## src/tqu_map.svh

```systemverilog
`ifndef TQU_MAP_SVH
`define TQU_MAP_SVH

// Query variant encodings on the request port.
`define TQU_VAR_PLAIN 2'h0
`define TQU_VAR_UNPRIV 2'h1
`define TQU_VAR_ALT 2'h2
`define TQU_VAR_ALT_UNPRIV 2'h3

// Response word field positions.
`define TQU_RESP_MPU_REGION_LSB 0
`define TQU_RESP_SAU_REGION_LSB 8
`define TQU_RESP_MPU_VALID_BIT 16
`define TQU_RESP_SAU_VALID_BIT 17
`define TQU_RESP_READ_OK_BIT 18
`define TQU_RESP_RW_OK_BIT 19
`define TQU_RESP_NONSEC_READ_BIT 20
`define TQU_RESP_NONSEC_RW_BIT 21
`define TQU_RESP_SECURE_BIT 22
`define TQU_RESP_IMPL_DEFINED_ATTRIBUTION_UNIT_VALID_BIT 23
`define TQU_RESP_IMPL_DEFINED_ATTRIBUTION_UNIT_REGION_LSB 24

// Reset values.
`define TQU_RESP_RESET 32'h0000_0000

`endif

```

## src/tqu_pkg.sv

```systemverilog
`default_nettype none
package tqu_pkg;

	typedef enum logic [1:0] {
		TQU_PLAIN = 2'h0,
		TQU_UNPRIV = 2'h1,
		TQU_ALT = 2'h2,
		TQU_ALT_UNPRIV = 2'h3
	} tqu_variant_e;

	// One query from the execution pipeline.
	typedef struct packed {
		tqu_variant_e variant;
		logic [31:0] addr;
		logic [3:0] dest_reg;
	} tqu_req_s;

	// Execution context of the requester.
	typedef struct packed {
		logic secure_state;
		logic handler_mode;
		logic unpriv_thread_bit_s;
		logic unpriv_thread_bit_ns;
	} tqu_ctx_s;

	// Lookup answer from one protection unit.
	typedef struct packed {
		logic hit;
		logic [7:0] region;
		logic read_ok;
		logic rw_ok;
	} tqu_mpu_s;

	// Lookup answer from one attribution unit.
	typedef struct packed {
		logic hit;
		logic [7:0] region;
		logic secure;
	} tqu_attr_s;

	// Completed query result.
	typedef struct packed {
		logic [3:0] dest_reg;
		logic [31:0] query_response_word;
	} tqu_resp_s;

endpackage : tqu_pkg
`default_nettype wire

```

## src/tqu_target_attribute_query_unit.sv

```systemverilog
`timescale 1ns/1ps
`default_nettype none
`include "tqu_map.svh"

module tqu_target_attribute_query_unit (
	// Clock and reset.
	input wire logic core_clk,
	input wire logic reset,
	// Query request from the pipeline.
	input wire logic query_valid,
	input wire tqu_pkg::tqu_req_s query_req,
	input wire tqu_pkg::tqu_ctx_s query_ctx,
	// Lookup request to the units.
	output logic [31:0] lookup_addr,
	output logic lookup_priv,
	output logic lookup_use_ns_mpu,
	// Lookup results for lookup_addr, same cycle.
	input wire tqu_pkg::tqu_mpu_s mpu_s_res,
	input wire tqu_pkg::tqu_mpu_s mpu_ns_res,
	input wire tqu_pkg::tqu_mpu_s mpu_ns_unpriv_res,
	input wire tqu_pkg::tqu_attr_s sau_res,
	input wire tqu_pkg::tqu_attr_s impl_defined_attribution_unit_res,
	// Response to the register file.
	output logic resp_valid,
	output tqu_pkg::tqu_resp_s resp,
	output logic undef_fault
);

	////////////////////////////////////////////////////////////////////////////////

	logic alt_var;
	logic force_unpriv_check_flag;
	logic use_nonsec_prot_unit_flag;
	logic cur_priv;
	logic eff_priv;
	logic illegal;
	tqu_pkg::tqu_mpu_s sel_mpu;
	tqu_pkg::tqu_mpu_s mpu_nsv;
	logic [31:0] word_d;
	logic resp_valid_q;
	logic undef_q;
	tqu_pkg::tqu_resp_s resp_q;

	assign alt_var = query_req.variant[1];
	assign force_unpriv_check_flag = query_req.variant[0];
	assign use_nonsec_prot_unit_flag = alt_var | ~query_ctx.secure_state;
	assign illegal = alt_var & ~query_ctx.secure_state;

	// Privilege from mode and the thread bit of the consulted state.
	always_comb begin
		if (use_nonsec_prot_unit_flag) begin
			cur_priv = query_ctx.handler_mode | ~query_ctx.unpriv_thread_bit_ns;
		end else begin
			cur_priv = query_ctx.handler_mode | ~query_ctx.unpriv_thread_bit_s;
		end
		eff_priv = cur_priv & ~force_unpriv_check_flag;
	end

	assign lookup_addr = query_req.addr;
	assign lookup_priv = eff_priv;
	assign lookup_use_ns_mpu = use_nonsec_prot_unit_flag;

	// Non-secure view: privileged or unprivileged answer.
	always_comb begin
		if (eff_priv) begin
			mpu_nsv = mpu_ns_res;
		end else begin
			mpu_nsv = mpu_ns_unpriv_res;
		end
		if (use_nonsec_prot_unit_flag) begin
			sel_mpu = mpu_nsv;
		end else begin
			sel_mpu = mpu_s_res;
		end
	end

	// Region number field, zero when the unit reports no hit.
	function automatic logic [7:0] region_field(logic hit, logic [7:0] region);
		return hit ? region : 8'h00;
	endfunction : region_field

	// Pack the response word.
	always_comb begin
		word_d = `TQU_RESP_RESET;
		word_d[`TQU_RESP_MPU_REGION_LSB +: 8] = region_field(sel_mpu.hit, sel_mpu.region);
		word_d[`TQU_RESP_MPU_VALID_BIT] = sel_mpu.hit;
		word_d[`TQU_RESP_READ_OK_BIT] = sel_mpu.read_ok;
		word_d[`TQU_RESP_RW_OK_BIT] = sel_mpu.rw_ok;
		if (query_ctx.secure_state) begin
			word_d[`TQU_RESP_SAU_REGION_LSB +: 8] = region_field(sau_res.hit, sau_res.region);
			word_d[`TQU_RESP_SAU_VALID_BIT] = sau_res.hit;
			word_d[`TQU_RESP_IMPL_DEFINED_ATTRIBUTION_UNIT_REGION_LSB +: 8] = region_field(impl_defined_attribution_unit_res.hit, impl_defined_attribution_unit_res.region);
			word_d[`TQU_RESP_IMPL_DEFINED_ATTRIBUTION_UNIT_VALID_BIT] = impl_defined_attribution_unit_res.hit;
			word_d[`TQU_RESP_SECURE_BIT] = sau_res.secure | impl_defined_attribution_unit_res.secure;
			word_d[`TQU_RESP_NONSEC_READ_BIT] = sel_mpu.read_ok & ~word_d[`TQU_RESP_SECURE_BIT];
			word_d[`TQU_RESP_NONSEC_RW_BIT] = sel_mpu.rw_ok & ~word_d[`TQU_RESP_SECURE_BIT];
		end
	end

	////////////////////////////////////////////////////////////////////////////////

	always_ff @(posedge core_clk or posedge reset) begin
		if (reset) begin
			resp_valid_q <= 1'b0;
			undef_q <= 1'b0;
		end else begin
			resp_valid_q <= query_valid & ~illegal;
			undef_q <= query_valid & illegal;
		end
	end

	always_ff @(posedge core_clk or posedge reset) begin
		if (reset) begin
			resp_q.dest_reg <= 4'h0;
			resp_q.query_response_word <= `TQU_RESP_RESET;
		end else if (query_valid & ~illegal) begin
			resp_q.dest_reg <= query_req.dest_reg;
			resp_q.query_response_word <= word_d;
		end
	end

	assign resp_valid = resp_valid_q;
	assign undef_fault = undef_q;
	assign resp = resp_q;

	////////////////////////////////////////////////////////////////////////////////

	fault_excl_a: assert property (@(posedge core_clk) disable iff (reset)
		!(resp_valid && undef_fault))
		else $error("Response and fault together.");
	alt_ns_undef_a: assert property (@(posedge core_clk) disable iff (reset)
		query_valid && query_req.variant[1] && !query_ctx.secure_state
		|=> undef_fault && !resp_valid)
		else $error("Alternate query from non-secure.");
	resp_one_cycle_a: assert property (@(posedge core_clk) disable iff (reset)
		query_valid && !illegal
		|=> resp_valid)
		else $error("Missing response.");
	no_spurious_a: assert property (@(posedge core_clk) disable iff (reset)
		!query_valid
		|=> !resp_valid && !undef_fault)
		else $error("Spurious output.");
	resp_hold_a: assert property (@(posedge core_clk) disable iff (reset)
		!(query_valid && !illegal)
		|=> $stable(resp))
		else $error("Response changed without a query.");
	dest_reg_a: assert property (@(posedge core_clk) disable iff (reset)
		query_valid && !illegal
		|=> resp.dest_reg == $past(query_req.dest_reg))
		else $error("Destination register mismatch.");

	secure_plain_unit_a: assert property (@(posedge core_clk) disable iff (reset)
		query_valid && query_req.variant == tqu_pkg::TQU_PLAIN && query_ctx.secure_state
		|-> !lookup_use_ns_mpu)
		else $error("Secure plain query used the wrong unit.");
	unpriv_lookup_a: assert property (@(posedge core_clk) disable iff (reset)
		query_valid && query_req.variant[0]
		|-> !lookup_priv)
		else $error("Unpriv not forced.");
	alt_ns_mpu_a: assert property (@(posedge core_clk) disable iff (reset)
		query_valid && query_req.variant[1]
		|-> lookup_use_ns_mpu)
		else $error("Wrong unit.");
	alt_unpriv_view_a: assert property (@(posedge core_clk) disable iff (reset)
		query_valid && query_req.variant == tqu_pkg::TQU_ALT_UNPRIV && query_ctx.secure_state
		|=> resp.query_response_word[`TQU_RESP_READ_OK_BIT] == $past(mpu_ns_unpriv_res.read_ok))
		else $error("Alternate unprivileged view mismatch.");
	handler_priv_a: assert property (@(posedge core_clk) disable iff (reset)
		query_valid && query_req.variant == tqu_pkg::TQU_PLAIN && query_ctx.handler_mode
		|-> lookup_priv)
		else $error("Handler not privileged.");
	thread_bit_a: assert property (@(posedge core_clk) disable iff (reset)
		query_valid && !query_req.variant[0] && !query_ctx.handler_mode
		|-> lookup_priv == (lookup_use_ns_mpu ? !query_ctx.unpriv_thread_bit_ns
		: !query_ctx.unpriv_thread_bit_s))
		else $error("Thread privilege mismatch.");

	read_flag_a: assert property (@(posedge core_clk) disable iff (reset)
		query_valid && !illegal
		|=> resp.query_response_word[`TQU_RESP_READ_OK_BIT] == $past(lookup_use_ns_mpu
		? (lookup_priv ? mpu_ns_res.read_ok : mpu_ns_unpriv_res.read_ok) : mpu_s_res.read_ok))
		else $error("Read flag mismatch.");
	rw_flag_a: assert property (@(posedge core_clk) disable iff (reset)
		query_valid && !illegal
		|=> resp.query_response_word[`TQU_RESP_RW_OK_BIT] == $past(lookup_use_ns_mpu
		? (lookup_priv ? mpu_ns_res.rw_ok : mpu_ns_unpriv_res.rw_ok) : mpu_s_res.rw_ok))
		else $error("Read-write flag mismatch.");
	secure_flag_a: assert property (@(posedge core_clk) disable iff (reset)
		query_valid && query_ctx.secure_state
		|=> resp.query_response_word[`TQU_RESP_SECURE_BIT] == $past(sau_res.secure | impl_defined_attribution_unit_res.secure))
		else $error("Secure flag mismatch.");
	mpu_region_a: assert property (@(posedge core_clk) disable iff (reset)
		query_valid && !illegal && !lookup_use_ns_mpu && mpu_s_res.hit
		|=> resp.query_response_word[`TQU_RESP_MPU_REGION_LSB +: 8] == $past(mpu_s_res.region))
		else $error("Protection region mismatch.");
	region_num_a: assert property (@(posedge core_clk) disable iff (reset)
		query_valid && !illegal && query_ctx.secure_state && sau_res.hit
		|=> resp.query_response_word[`TQU_RESP_SAU_REGION_LSB +: 8] == $past(sau_res.region))
		else $error("Region number mismatch.");
	impl_defined_attribution_unit_region_a: assert property (@(posedge core_clk) disable iff (reset)
		query_valid && query_ctx.secure_state && impl_defined_attribution_unit_res.hit
		|=> resp.query_response_word[`TQU_RESP_IMPL_DEFINED_ATTRIBUTION_UNIT_REGION_LSB +: 8] == $past(impl_defined_attribution_unit_res.region))
		else $error("Fixed attribution region mismatch.");
	ns_state_attr_a: assert property (@(posedge core_clk) disable iff (reset)
		query_valid && !illegal && !query_ctx.secure_state
		|=> !resp.query_response_word[`TQU_RESP_SECURE_BIT]
		&& !resp.query_response_word[`TQU_RESP_SAU_VALID_BIT]
		&& !resp.query_response_word[`TQU_RESP_IMPL_DEFINED_ATTRIBUTION_UNIT_VALID_BIT])
		else $error("Attribution shown to non-secure query.");

	plain_c: cover property (@(posedge core_clk)
		query_valid && query_req.variant == tqu_pkg::TQU_PLAIN);
	unpriv_c: cover property (@(posedge core_clk)
		query_valid && query_req.variant == tqu_pkg::TQU_UNPRIV);
	alt_c: cover property (@(posedge core_clk)
		query_valid && query_req.variant[1] && !illegal);
	alt_unpriv_c: cover property (@(posedge core_clk)
		query_valid && query_req.variant == tqu_pkg::TQU_ALT_UNPRIV && !illegal);
	undef_c: cover property (@(posedge core_clk)
		undef_fault);

endmodule : tqu_target_attribute_query_unit
`default_nettype wire

```

## config.mk

```make
export PLATFORM = sky130hd
export DESIGN_NAME = tqu_target_attribute_query_unit
export DESIGN_NICKNAME = d
export VERILOG_FILES = /design/src/tqu_pkg.sv /design/src/tqu_target_attribute_query_unit.sv
export VERILOG_INCLUDE_DIRS = /design/src
export SDC_FILE = /design/constraint.sdc
export NUM_CORES = 1
export LEC_CHECK = 0
export ABC_CLOCK_PERIOD_IN_PS = 2540
export BUFFER_PORTS_ARGS = -buffer_cell sky130_fd_sc_hd__buf_2
export CAP_MARGIN = 20
export CORE_MARGIN = 2
export CORE_UTILIZATION = 35
export CTS_CLUSTER_DIAMETER = 100
export DETAILED_ROUTE_END_ITERATION = 7
export PLACE_DENSITY_LB_ADDON = 0.1
export SLEW_MARGIN = 20
export SYNTH_ARGS = -nofsm -noshare
export SYNTH_HDL_FRONTEND = slang
export SYNTH_SLANG_ARGS = --single-unit
```

## constraint.sdc

```tcl
create_clock -name core_clk -period 2.54 [get_ports core_clk]
set_input_delay 0.254 -clock core_clk [delete_from_list [all_inputs] [get_ports core_clk]]
set_output_delay 0.254 -clock core_clk [all_outputs]
set_load 0.1 [all_outputs]
```

==> impl_metrics.toml, run 1 <==
[sta]
hold_viol = 0
finalCritPeriodShare_pct = 68.6
fin_setup_tns_ns = 0
worst_slew_pin_slew_ns = 0.656
fmax_mhz = 574
maxSlewHeadroom_pct = 56.1
setup_viol = 0
fin_crit_ns = 1.74
skew_ns = 0
rsz0062_at_grt = "no"
slew_viol_final = 0

[worst_setup_path]
cp_data_required_time_ns = 2.29
crit_slowest_cell = "a211o_1"
max_stage_delay_ns = 0.40
cp_cell_sequence = "buf_2 -> and2b_1 -> inv_2 -> a211o_1 -> inv_1 -> buf_12"
critPathBufInv = 4
path_delay_family = "buffers and inverters"
arrival_ns = 1.49
path_class = "input port to output pin"
cp-start-kind = "input port"
cp_max_fo = 15
cp-end-kind = "output pin"

[place]
portBuffers = 105
dp.cells = 338
dp_hpwl_mm = 3.91
placed_area_um2 = 2350
gp_congestion = 0.755

[global_routing]
grt_pass1_vias = 1708
use_met3_pct = 3.96
busiest_layer = "met2"
grt_pass1_wl_mm = 8.21
track_usage_pct = 16.9
grt_util_met2_pct = 27.0
antenna_found_initial = 0
grt_util_met1_pct = 19.9
grt_start_max_net_pins = 39
grt_overflow_total = 0

[final_layout]
final_cell_mix = "buf_2 (104), dfrtp_1 (38), nand2_1 (27)"
antenna_cells = 0
fillers = 562
area_delta_synth_final_pct = 23.6
fin_area_um2 = 2460
drive_gt1_share_pct = 46.4
nets = 371
final_common_cell = "buf_2"
instances_no_fill = 346

[synth]
yosys_warnings = 0
netlist_area_um2 = 1990
synthDistinctLibCells = 26
synth-seq-cells = 38
syn_inst = 203
avgSynthCellArea_um2 = 9.81
ys_seq_area_share_pct = 47.8
synth_nets = 301

[die]
die_h_um = 79.4
placementRows = 27
die_w_um = 79.4
ios = 170
design.core.area_um2 = 5510
initial_core_util_pct = 36.2
dieArea_um2 = 6310

[hold_path]
worstHoldPathType = "input port to asynchronous set/reset pin"

[cts]
insertion_delay_ns = 0.28
cts-root-buf = "clkbuf_8"
cts_tree = "built"
cts_buffers = 5
path_clk_slew_ns = 0.07
ctsHtreeMaxLevel = 2
hold_buffers = 0
post-cts-setup-buffer-count = 0
cts_sinks = 38
cts-resized-gates = 0
ctsLongestPathBuffers = 2

[routing]
drt-initial-drc-count = 26
drt-vias-per-instance = 4.88
vias = 1689
ant_nets = 0
wirelength_mm = 5.15
drc = 0
drt_pass1_iterations = 4
wl_per_cell_um = 14.9

[power]
leakage_nw = 1.39
power_density_nw_per_um2 = 797
ir_drop_v = 0.000333

[status]
status = "complete, no violations"

[flow_run]
max_cap_violations = 0
synthesized netlist by cell type:
library cell / count / area [µm²]
nand2b_1: 1 / 6.26
nor2_1: 22 / 82.6
nor4_1: 9 / 56.3
dfrtp_1: 38 / 951
o21ai_1: 1 / 5.00
and4bb_1: 1 / 12.5
a2111oi_0: 2 / 17.5
nor2b_1: 1 / 6.26
and2b_1: 1 / 7.51
nand3_1: 1 / 5.00
inv_2: 1 / 3.75
inv_1: 6 / 22.5
buf_6: 1 / 11.3
buf_2: 3 / 15.0
o31ai_2: 8 / 100
o31ai_1: 4 / 30.0
and3_1: 2 / 12.5
a211oi_1: 2 / 15.0
a22o_1: 16 / 140
o21ai_0: 1 / 5.00
nand2_1: 28 / 105
buf_4: 32 / 240
a21o_1: 2 / 15.0
a211o_1: 10 / 87.6
buf_1: 2 / 7.51
clkbuf_1: 8 / 30.0
tightest hold or removal path, cell delays in order:
cell and delay [ns]:
buf_2 0.09, inv_1 0.04, buf_4 0.41
metrics by stage:
| stage | util (%) | total power [mW] | setup slack, ns | hold slack [ns] |
|---|---|---|---|---|
| 6_report | 44.7 | 1.96 | 0.798 | 0.0731 |
| 5_1_grt | 44.7 | 2.05 | 0.669 | 0.134 |
| 4_1_cts | 44.7 | 1.98 | 0.803 | 0.0867 |
| 3_5_place_dp | 42.7 | 1.50 | 0.519 | 0.403 |
| 3_3_place_gp | 42.7 | 1.49 | 0.593 | 0.400 |
| 2_1_floorplan | - | 1.57 | 0.414 | 0.359 |
layer usage:
metal / routed length [µm] / up-vias / share of wire (%)
li1: - / 809 / -
met1: 2130 / 779 / 41
met2: 2390 / 60 / 46
met3: 341 / 41 / 6.6
met4: 299 / 0 / 5.8
met5: 0 / - / 0
final cells by class:
type,instances,area (µm²),share of cell area (%)
Sequential cell,38,951,38.7
Multi-Input combinational cell,112,712,28.9
Timing Repair Buffer,109,571,23.2
Clock buffer,8,110,4.48
Tap cell,72,90.1,3.66
Inverter,7,26.3,1.07
path summary, 6_finish.rpt:
check,from,endpoint,slack [ns],cells after the start
setup reg to reg,resp[8]$_DFFE_PP0P_,resp[8]$_DFFE_PP0P_,1.84,1
hold / removal,reset,resp[14]$_DFFE_PP0P_,0.07,3
hold reg to reg,resp[35]$_DFFE_PP0P_,resp[35]$_DFFE_PP0P_,0.47,2
setup / recovery,query_ctx[3],lookup_priv,0.80,6
min in group core_clk,query_req[2],resp[34]$_DFFE_PP0P_,0.16,3
max in group asynchronous,reset,resp[25]$_DFFE_PP0P_,2.13,3
power by group:
part | internal [mW] | switching, mW | leakage, nW
Combinational | 0.151 | 0.631 | 0.839
Sequential | 0.667 | 0.0309 | 0.492
Clock | 0.274 | 0.206 | 0.0575
logic make-up after synthesis:
family                 Yosys count  share of synthesized area [%]
DFF                             38                           47.8
buffers and inverters           53                           16.6
AOI/OAI and AO/OA               46                           20.9
and+or+nand+nor                 66                           14.8
state kept, by name, indices dropped and copies added (netlist names):
register	count
resp_valid	1
undef_fault	1
resp	36
Note: power is estimated with default switching activity, not from simulation.
==> inputs of run 2 (changes only) <==
ABC_AREA = 1   (was not set)
ABC_CLOCK_PERIOD_IN_PS = 1450   (was 2540)
clock period = 1.45 ns   (was 2.54 ns; I/O delays follow)
==> run 2 against run 1 <==
Against the previous run: worst setup slack lost 0.60 ns; utilization shrank 0.050 points; non-clock buffer count grew 3; clock skew is the same; global-route usage shrank 1.7 points; first-iteration DRC count grew to 3.2 times the previous value; total power grew 67%; cell count grew 23%.
==> impl_metrics.toml, run 2 <==
[status]
status = "complete, no violations"

[global_routing]
grt_pass1_wl_mm = 7.70
grt_start_max_net_pins = 39
grt_overflow_total = 0
use_met3_pct = 4.11
antenna_found_initial = 0
track_usage_pct = 15.2
grt_pass1_vias = 1747
grt_util_met2_pct = 25.0
grt_util_met1_pct = 19.1
busiest_layer = "met2"

[sta]
setup_viol = 0
worst_slew_pin_slew_ns = 0.502
skew_ns = 0
rsz0062_at_grt = "no"
fin_setup_tns_ns = 0
slew_viol_final = 0
fmax_mhz = 801
finalCritPeriodShare_pct = 86.1
fin_crit_ns = 1.25
hold_viol = 0
maxSlewHeadroom_pct = 66.8

[cts]
cts-root-buf = "clkbuf_8"
path_clk_slew_ns = 0.07
cts-resized-gates = 0
cts_sinks = 38
ctsHtreeMaxLevel = 2
cts_buffers = 5
ctsLongestPathBuffers = 2
insertion_delay_ns = 0.28
cts_tree = "built"
post-cts-setup-buffer-count = 0

[worst_setup_path]
r2r_start = "resp[8]$_DFFE_PP0P_"
arrival_ns = 1.10
reg2reg_to = "resp[8]$_DFFE_PP0P_"
worstRegToRegCells = 2
path_class = "input port to output pin"
cp_max_fo = 13
cp_data_required_time_ns = 1.31
cp-end-kind = "output pin"
rrSetupSlack_ns = 0.79
cp-start-kind = "input port"

[die]
placementRows = 28
dieArea_um2 = 6560
initial_core_util_pct = 35.7
design.core.area_um2 = 5820
die_h_um = 81.0
ios = 170
die_w_um = 81.0

[routing]
wl_per_cell_um = 11.1
drt-vias-per-instance = 4.33
wirelength_mm = 4.71
drc = 0
drt_pass1_iterations = 4
drt-initial-drc-count = 83
ant_nets = 0
vias = 1840

[power]
ir_drop_v = 0.000606
leakage_nw = 1.60
power_density_nw_per_um2 = 1260
power.total_mw = 3.27

[synth]
netlist_area_um2 = 2070
synthArstFlopShare_pct = 100
ys_seq_area_share_pct = 45.8
synth_ff_type = "dfrtp_1"
synthDistinctLibCells = 20
synth_nets = 368
avgSynthCellArea_um2 = 7.68
yosysMostFrequentCell = "nand2_1"
synth_common_cells = "nand2_1 (97), dfrtp_1 (38), inv_1 (35)"
yosys_warnings = 0
synth_area_leaders = "dfrtp_1 (46%), nand2_1 (18%), buf_4 (12%), inv_1 (6.3%), o21ai_0 (4.6%)"
yosys.area.top_type = "dfrtp_1"
synth-seq-cells = 38
yosys.area.top_type_share_pct = 45.8
synth_edf_count = 0
syn_inst = 270

[place]
gp_congestion = 0.753
dp_hpwl_mm = 3.65
portBuffers = 105
dp.cells = 416

[hold_path]
holdPathStages = 3
whs_endpoint = "resp[35]$_DFFE_PP0P_"
worstHoldPathType = "input port to flop"
worstHoldStart = "query_req[3]"

[final_layout]
largest_register_ffs = 36
drive_gt1_share_pct = 36.0
nets = 447
final_cell_mix = "buf_2 (103), nand2_1 (97), dfrtp_1 (38)"
antenna_cells = 0
final_common_cell = "buf_2"
instances_no_fill = 425
area_delta_synth_final_pct = 25.1

[flow_run]
max_cap_violations = 0
run 2: cell count changes after synthesis, moves of 16 or more:
cell,delta
nor2_1,-17
nand3_1,+17
a22o_1,-16
nand2_1,+69
inv_1,+29
o21ai_0,+18
run 2: routing by layer:
metal | vias up | routed length [µm]
li1 | 948 | -
met1 | 816 | 2110
met2 | 65 | 2200
met3 | 11 | 342
met4 | 0 | 51
met5 | - | 0
run 2: area by class of cell:
class	instances	area [µm²]
Inverter	36	135
Sequential cell	38	951
Multi-Input combinational cell	156	701
Timing Repair Buffer	112	623
Clock inverter	1	5.00
Clock buffer	7	86.3
Fill cell	638	3220
Tap cell	75	93.8
run 2: critical path, cell delays in order:
cell	delay (ns)
buf_2	0.10
inv_1	0.07
nand3_1	0.11
nand3_4	0.18
nand2_2	0.17
inv_1	0.14
buf_12	0.18
run 2: logic make-up (layout without fill, tap and decap cells):
family                 count (synthesis)  count (layout)  synth area share (%)
AOI/OAI and AO/OA                     21              21                  5.25
and+or+nand+nor                      135             135                  28.5
buffers and inverters                 76             156                  20.4
DFF                                   38              38                  45.8
run 2: where the power goes:
part / total, mW / leakage [nW] / internal [mW] / switching, mW
clock network: 0.730 / 0.0482 / 0.383 / 0.347
registers: 1.22 / 0.495 / 1.16 / 0.0532
logic: 1.32 / 1.06 / 0.249 / 1.07
run 2: stage by stage:
stage	area [µm²]	setup WS (ns)	hold WS [ns]	util [%]
finish	2590	0.202	0.0608	44.6
global route	2590	0.115	0.0667	44.6
CTS	2590	0.190	0.0488	44.6
detailed placement	2490	0.181	0.290	42.9
global placement	2490	0.207	0.290	42.9
floorplan	2080	0.0740	0.251	-
run 2: worst max-delay path by stage:
stage,from,end,slack [ns],depth (start not counted)
after detailed placement,query_ctx[3],resp[21]$_DFFE_PP0P_,0.18,8
after global routing,query_req[37],lookup_priv,0.11,8
final,query_req[37],lookup_priv,0.20,7
after CTS,query_ctx[3],lookup_priv,0.19,6
after floorplan,query_req[37],resp[20]$_DFFE_PP0P_,0.07,6
after global placement,query_req[37],resp[21]$_DFFE_PP0P_,0.21,9
run 2: what timing repair did:
| action | 4_1_cts | 5_1_grt |
|---|---|---|
| setup endpoints to repair | 0 | 0 |
| hold endpoints to repair | 38 | 0 |
| hold buffers | 1 | 0 |
==> inputs of run 3 (changes only) <==
ABC_AREA = 0   (was 1)
==> run 3 against run 2 <==
Against the previous run: via count decreased by 7.2%; sequential power about the same; largest cell class unchanged; global-route usage increased by 1.4 points; sequential share of layout area increased by 0.47 points; sequential cell count unchanged; critical endpoint unchanged; non-clock buffer count increased by 7; worst setup slack got worse by 0.13 ns; final area decreased by 1.3%; die area decreased by 3.8%; clock power decreased by 1%; cell count decreased by 16%; utilization increased by 1.9 points.
==> impl_metrics.toml, run 3 (same netlist as run 1, synthesis figures left out) <==
[status]
status = "complete, no violations"

[global_routing]
track_usage_pct = 16.6
grt_overflow_total = 0
antenna_found_initial = 0
grt_pass1_vias = 1726
grt_start_max_net_pins = 39
grt_pass1_wl_mm = 8.14

[final_layout]
drive_gt1_share_pct = 47.9
final_cell_mix = "buf_2 (103), dfrtp_1 (38), nand2_1 (27)"
antenna_cells = 0
nets = 381
final_common_cell = "buf_2"
area_delta_synth_final_pct = 28.7
largest_register_ffs = 36

[die]
die_w_um = 79.4
initial_core_util_pct = 36.2
placementRows = 27
die_h_um = 79.4
dieArea_um2 = 6310
design.core.area_um2 = 5510
ios = 170

[place]
gp_congestion = 0.802
dp_hpwl_mm = 3.96
portBuffers = 105

[power]
swShare_pct = 44.9
p_clk_share_pct = 21.6
ir_drop_v = 0.000586
pwr-share-comb_pct = 42.0
seqPwrFrac_pct = 36.5
p_int_mw = 1.85
power_density_nw_per_um2 = 1310
p_sw_mw = 1.51
leakage_nw = 1.44

[flow_run]
max_cap_violations = 0

[routing]
vias = 1708
drc = 0
drt-vias-per-instance = 4.80
wl_per_cell_um = 14.3
drt-initial-drc-count = 59
drt_pass1_iterations = 4
ant_nets = 0
wirelength_mm = 5.08

[sta]
maxSlewHeadroom_pct = 66.6
hold_viol = 0
worst_slew_pin_slew_ns = 0.504
timing.hold.ws_ns = 0.0698
finalCritPeriodShare_pct = 95.0
fin_setup_tns_ns = 0
rsz0062_at_grt = "no"
skew_ns = 0
fin_crit_ns = 1.38
setup_viol = 0
slew_viol_final = 0
fmax_mhz = 726

[cts]
ctsLongestPathBuffers = 2
path_clk_slew_ns = 0.07
cts_buffers = 5
cts_tree = "built"
insertion_delay_ns = 0.27
post-cts-setup-buffer-count = 0
cts-root-buf = "clkbuf_8"
ctsHtreeMaxLevel = 2
cts-resized-gates = 0
hold_buffers = 1
cts_sinks = 38

[worst_setup_path]
cp_max_fo = 9
arrival_ns = 1.23
cp-start-kind = "input port"
path_class = "input port to output pin"
cp_data_required_time_ns = 1.31
cp-end-kind = "output pin"

[hold_path]
worstHoldPathType = "input port to flop"
## run 3: cell types whose count changed in the layout (fill, tap and decap cells not counted), moves of 4 or more
cell | before | now
nand3_1 | 18 | 1
nor4_1 | 0 | 9
o21ai_0 | 19 | 1
nor2_1 | 5 | 22
buf_4 | 5 | 11
o31ai_2 | 0 | 8
nand2_1 | 97 | 27
a22o_1 | 0 | 16
o31ai_1 | 0 | 4
inv_1 | 35 | 5
nand3b_1 | 8 | 0
a211o_1 | 0 | 10
## run 3: metrics by stage
| step | utilization [%] | cells | instance area [µm²] | setup slack (ns) | power, mW |
|---|---|---|---|---|---|
| floorplan | - | 203 | 2000 | 0.0580 | 2.76 |
| global placement | 44.7 | 347 | 2460 | -0.136 | 2.65 |
| detailed placement | 44.7 | 347 | 2460 | -0.177 | 2.66 |
| CTS | 46.5 | 356 | 2560 | 0.0709 | 3.41 |
| global route | 46.5 | 356 | 2560 | 0.00687 | 3.53 |
| finish | 46.5 | 356 | 2560 | 0.0729 | 3.36 |
## run 3: critical path, stage by stage
cell and delay (ns):
buf_2 0.11, and2b_1 0.21, inv_2 0.04, a211o_1 0.29, buf_4 0.19, clkinvlp_4 0.09, buf_12 0.16
## run 3: path summary, 6_finish.rpt
check,startpoint,endpoint,slack [ns],cells after the start
max,query_req[37],lookup_priv,0.07,7
min,query_req[2],resp[34]$_DFFE_PP0P_,0.07,3
max reg2reg,resp[14]$_DFFE_PP0P_,resp[14]$_DFFE_PP0P_,0.73,1
min reg2reg,resp[33]$_DFFE_PP0P_,resp[33]$_DFFE_PP0P_,0.48,2
max in group asynchronous,reset,resp[25]$_DFFE_PP0P_,0.55,4
min in group asynchronous,reset,resp[19]$_DFFE_PP0P_,0.41,3
## run 3: cell type report
| class | count | area (µm²) |
|---|---|---|
| fill | 572 | 2940 |
| sequential | 38 | 951 |
| multi-input combinational | 112 | 712 |
| timing repair buffer | 119 | 688 |
| tap | 72 | 90.1 |
| clock buffer | 7 | 86.3 |
| inverter | 7 | 30.0 |
| clock inverter | 1 | 5.00 |
## run 3: per-layer routing
layer | share of wire, % | GRT usage, %
met1 | 41 | 19.1
met2 | 49 | 27.8
met3 | 6.0 | 4.07
met4 | 4.3 | 10.0
met5 | 0 | 0
## run 3: power groups by stage
stage	clock network (mW)	logic, mW	registers (mW)
6_report	0.723	1.41	1.22
4_1_cts	0.763	1.42	1.22
2_1_floorplan	0	0.705	2.05
5_1_grt	0.819	1.48	1.24
3_5_place_dp	0	1.42	1.24
3_3_place_gp	0	1.41	1.24
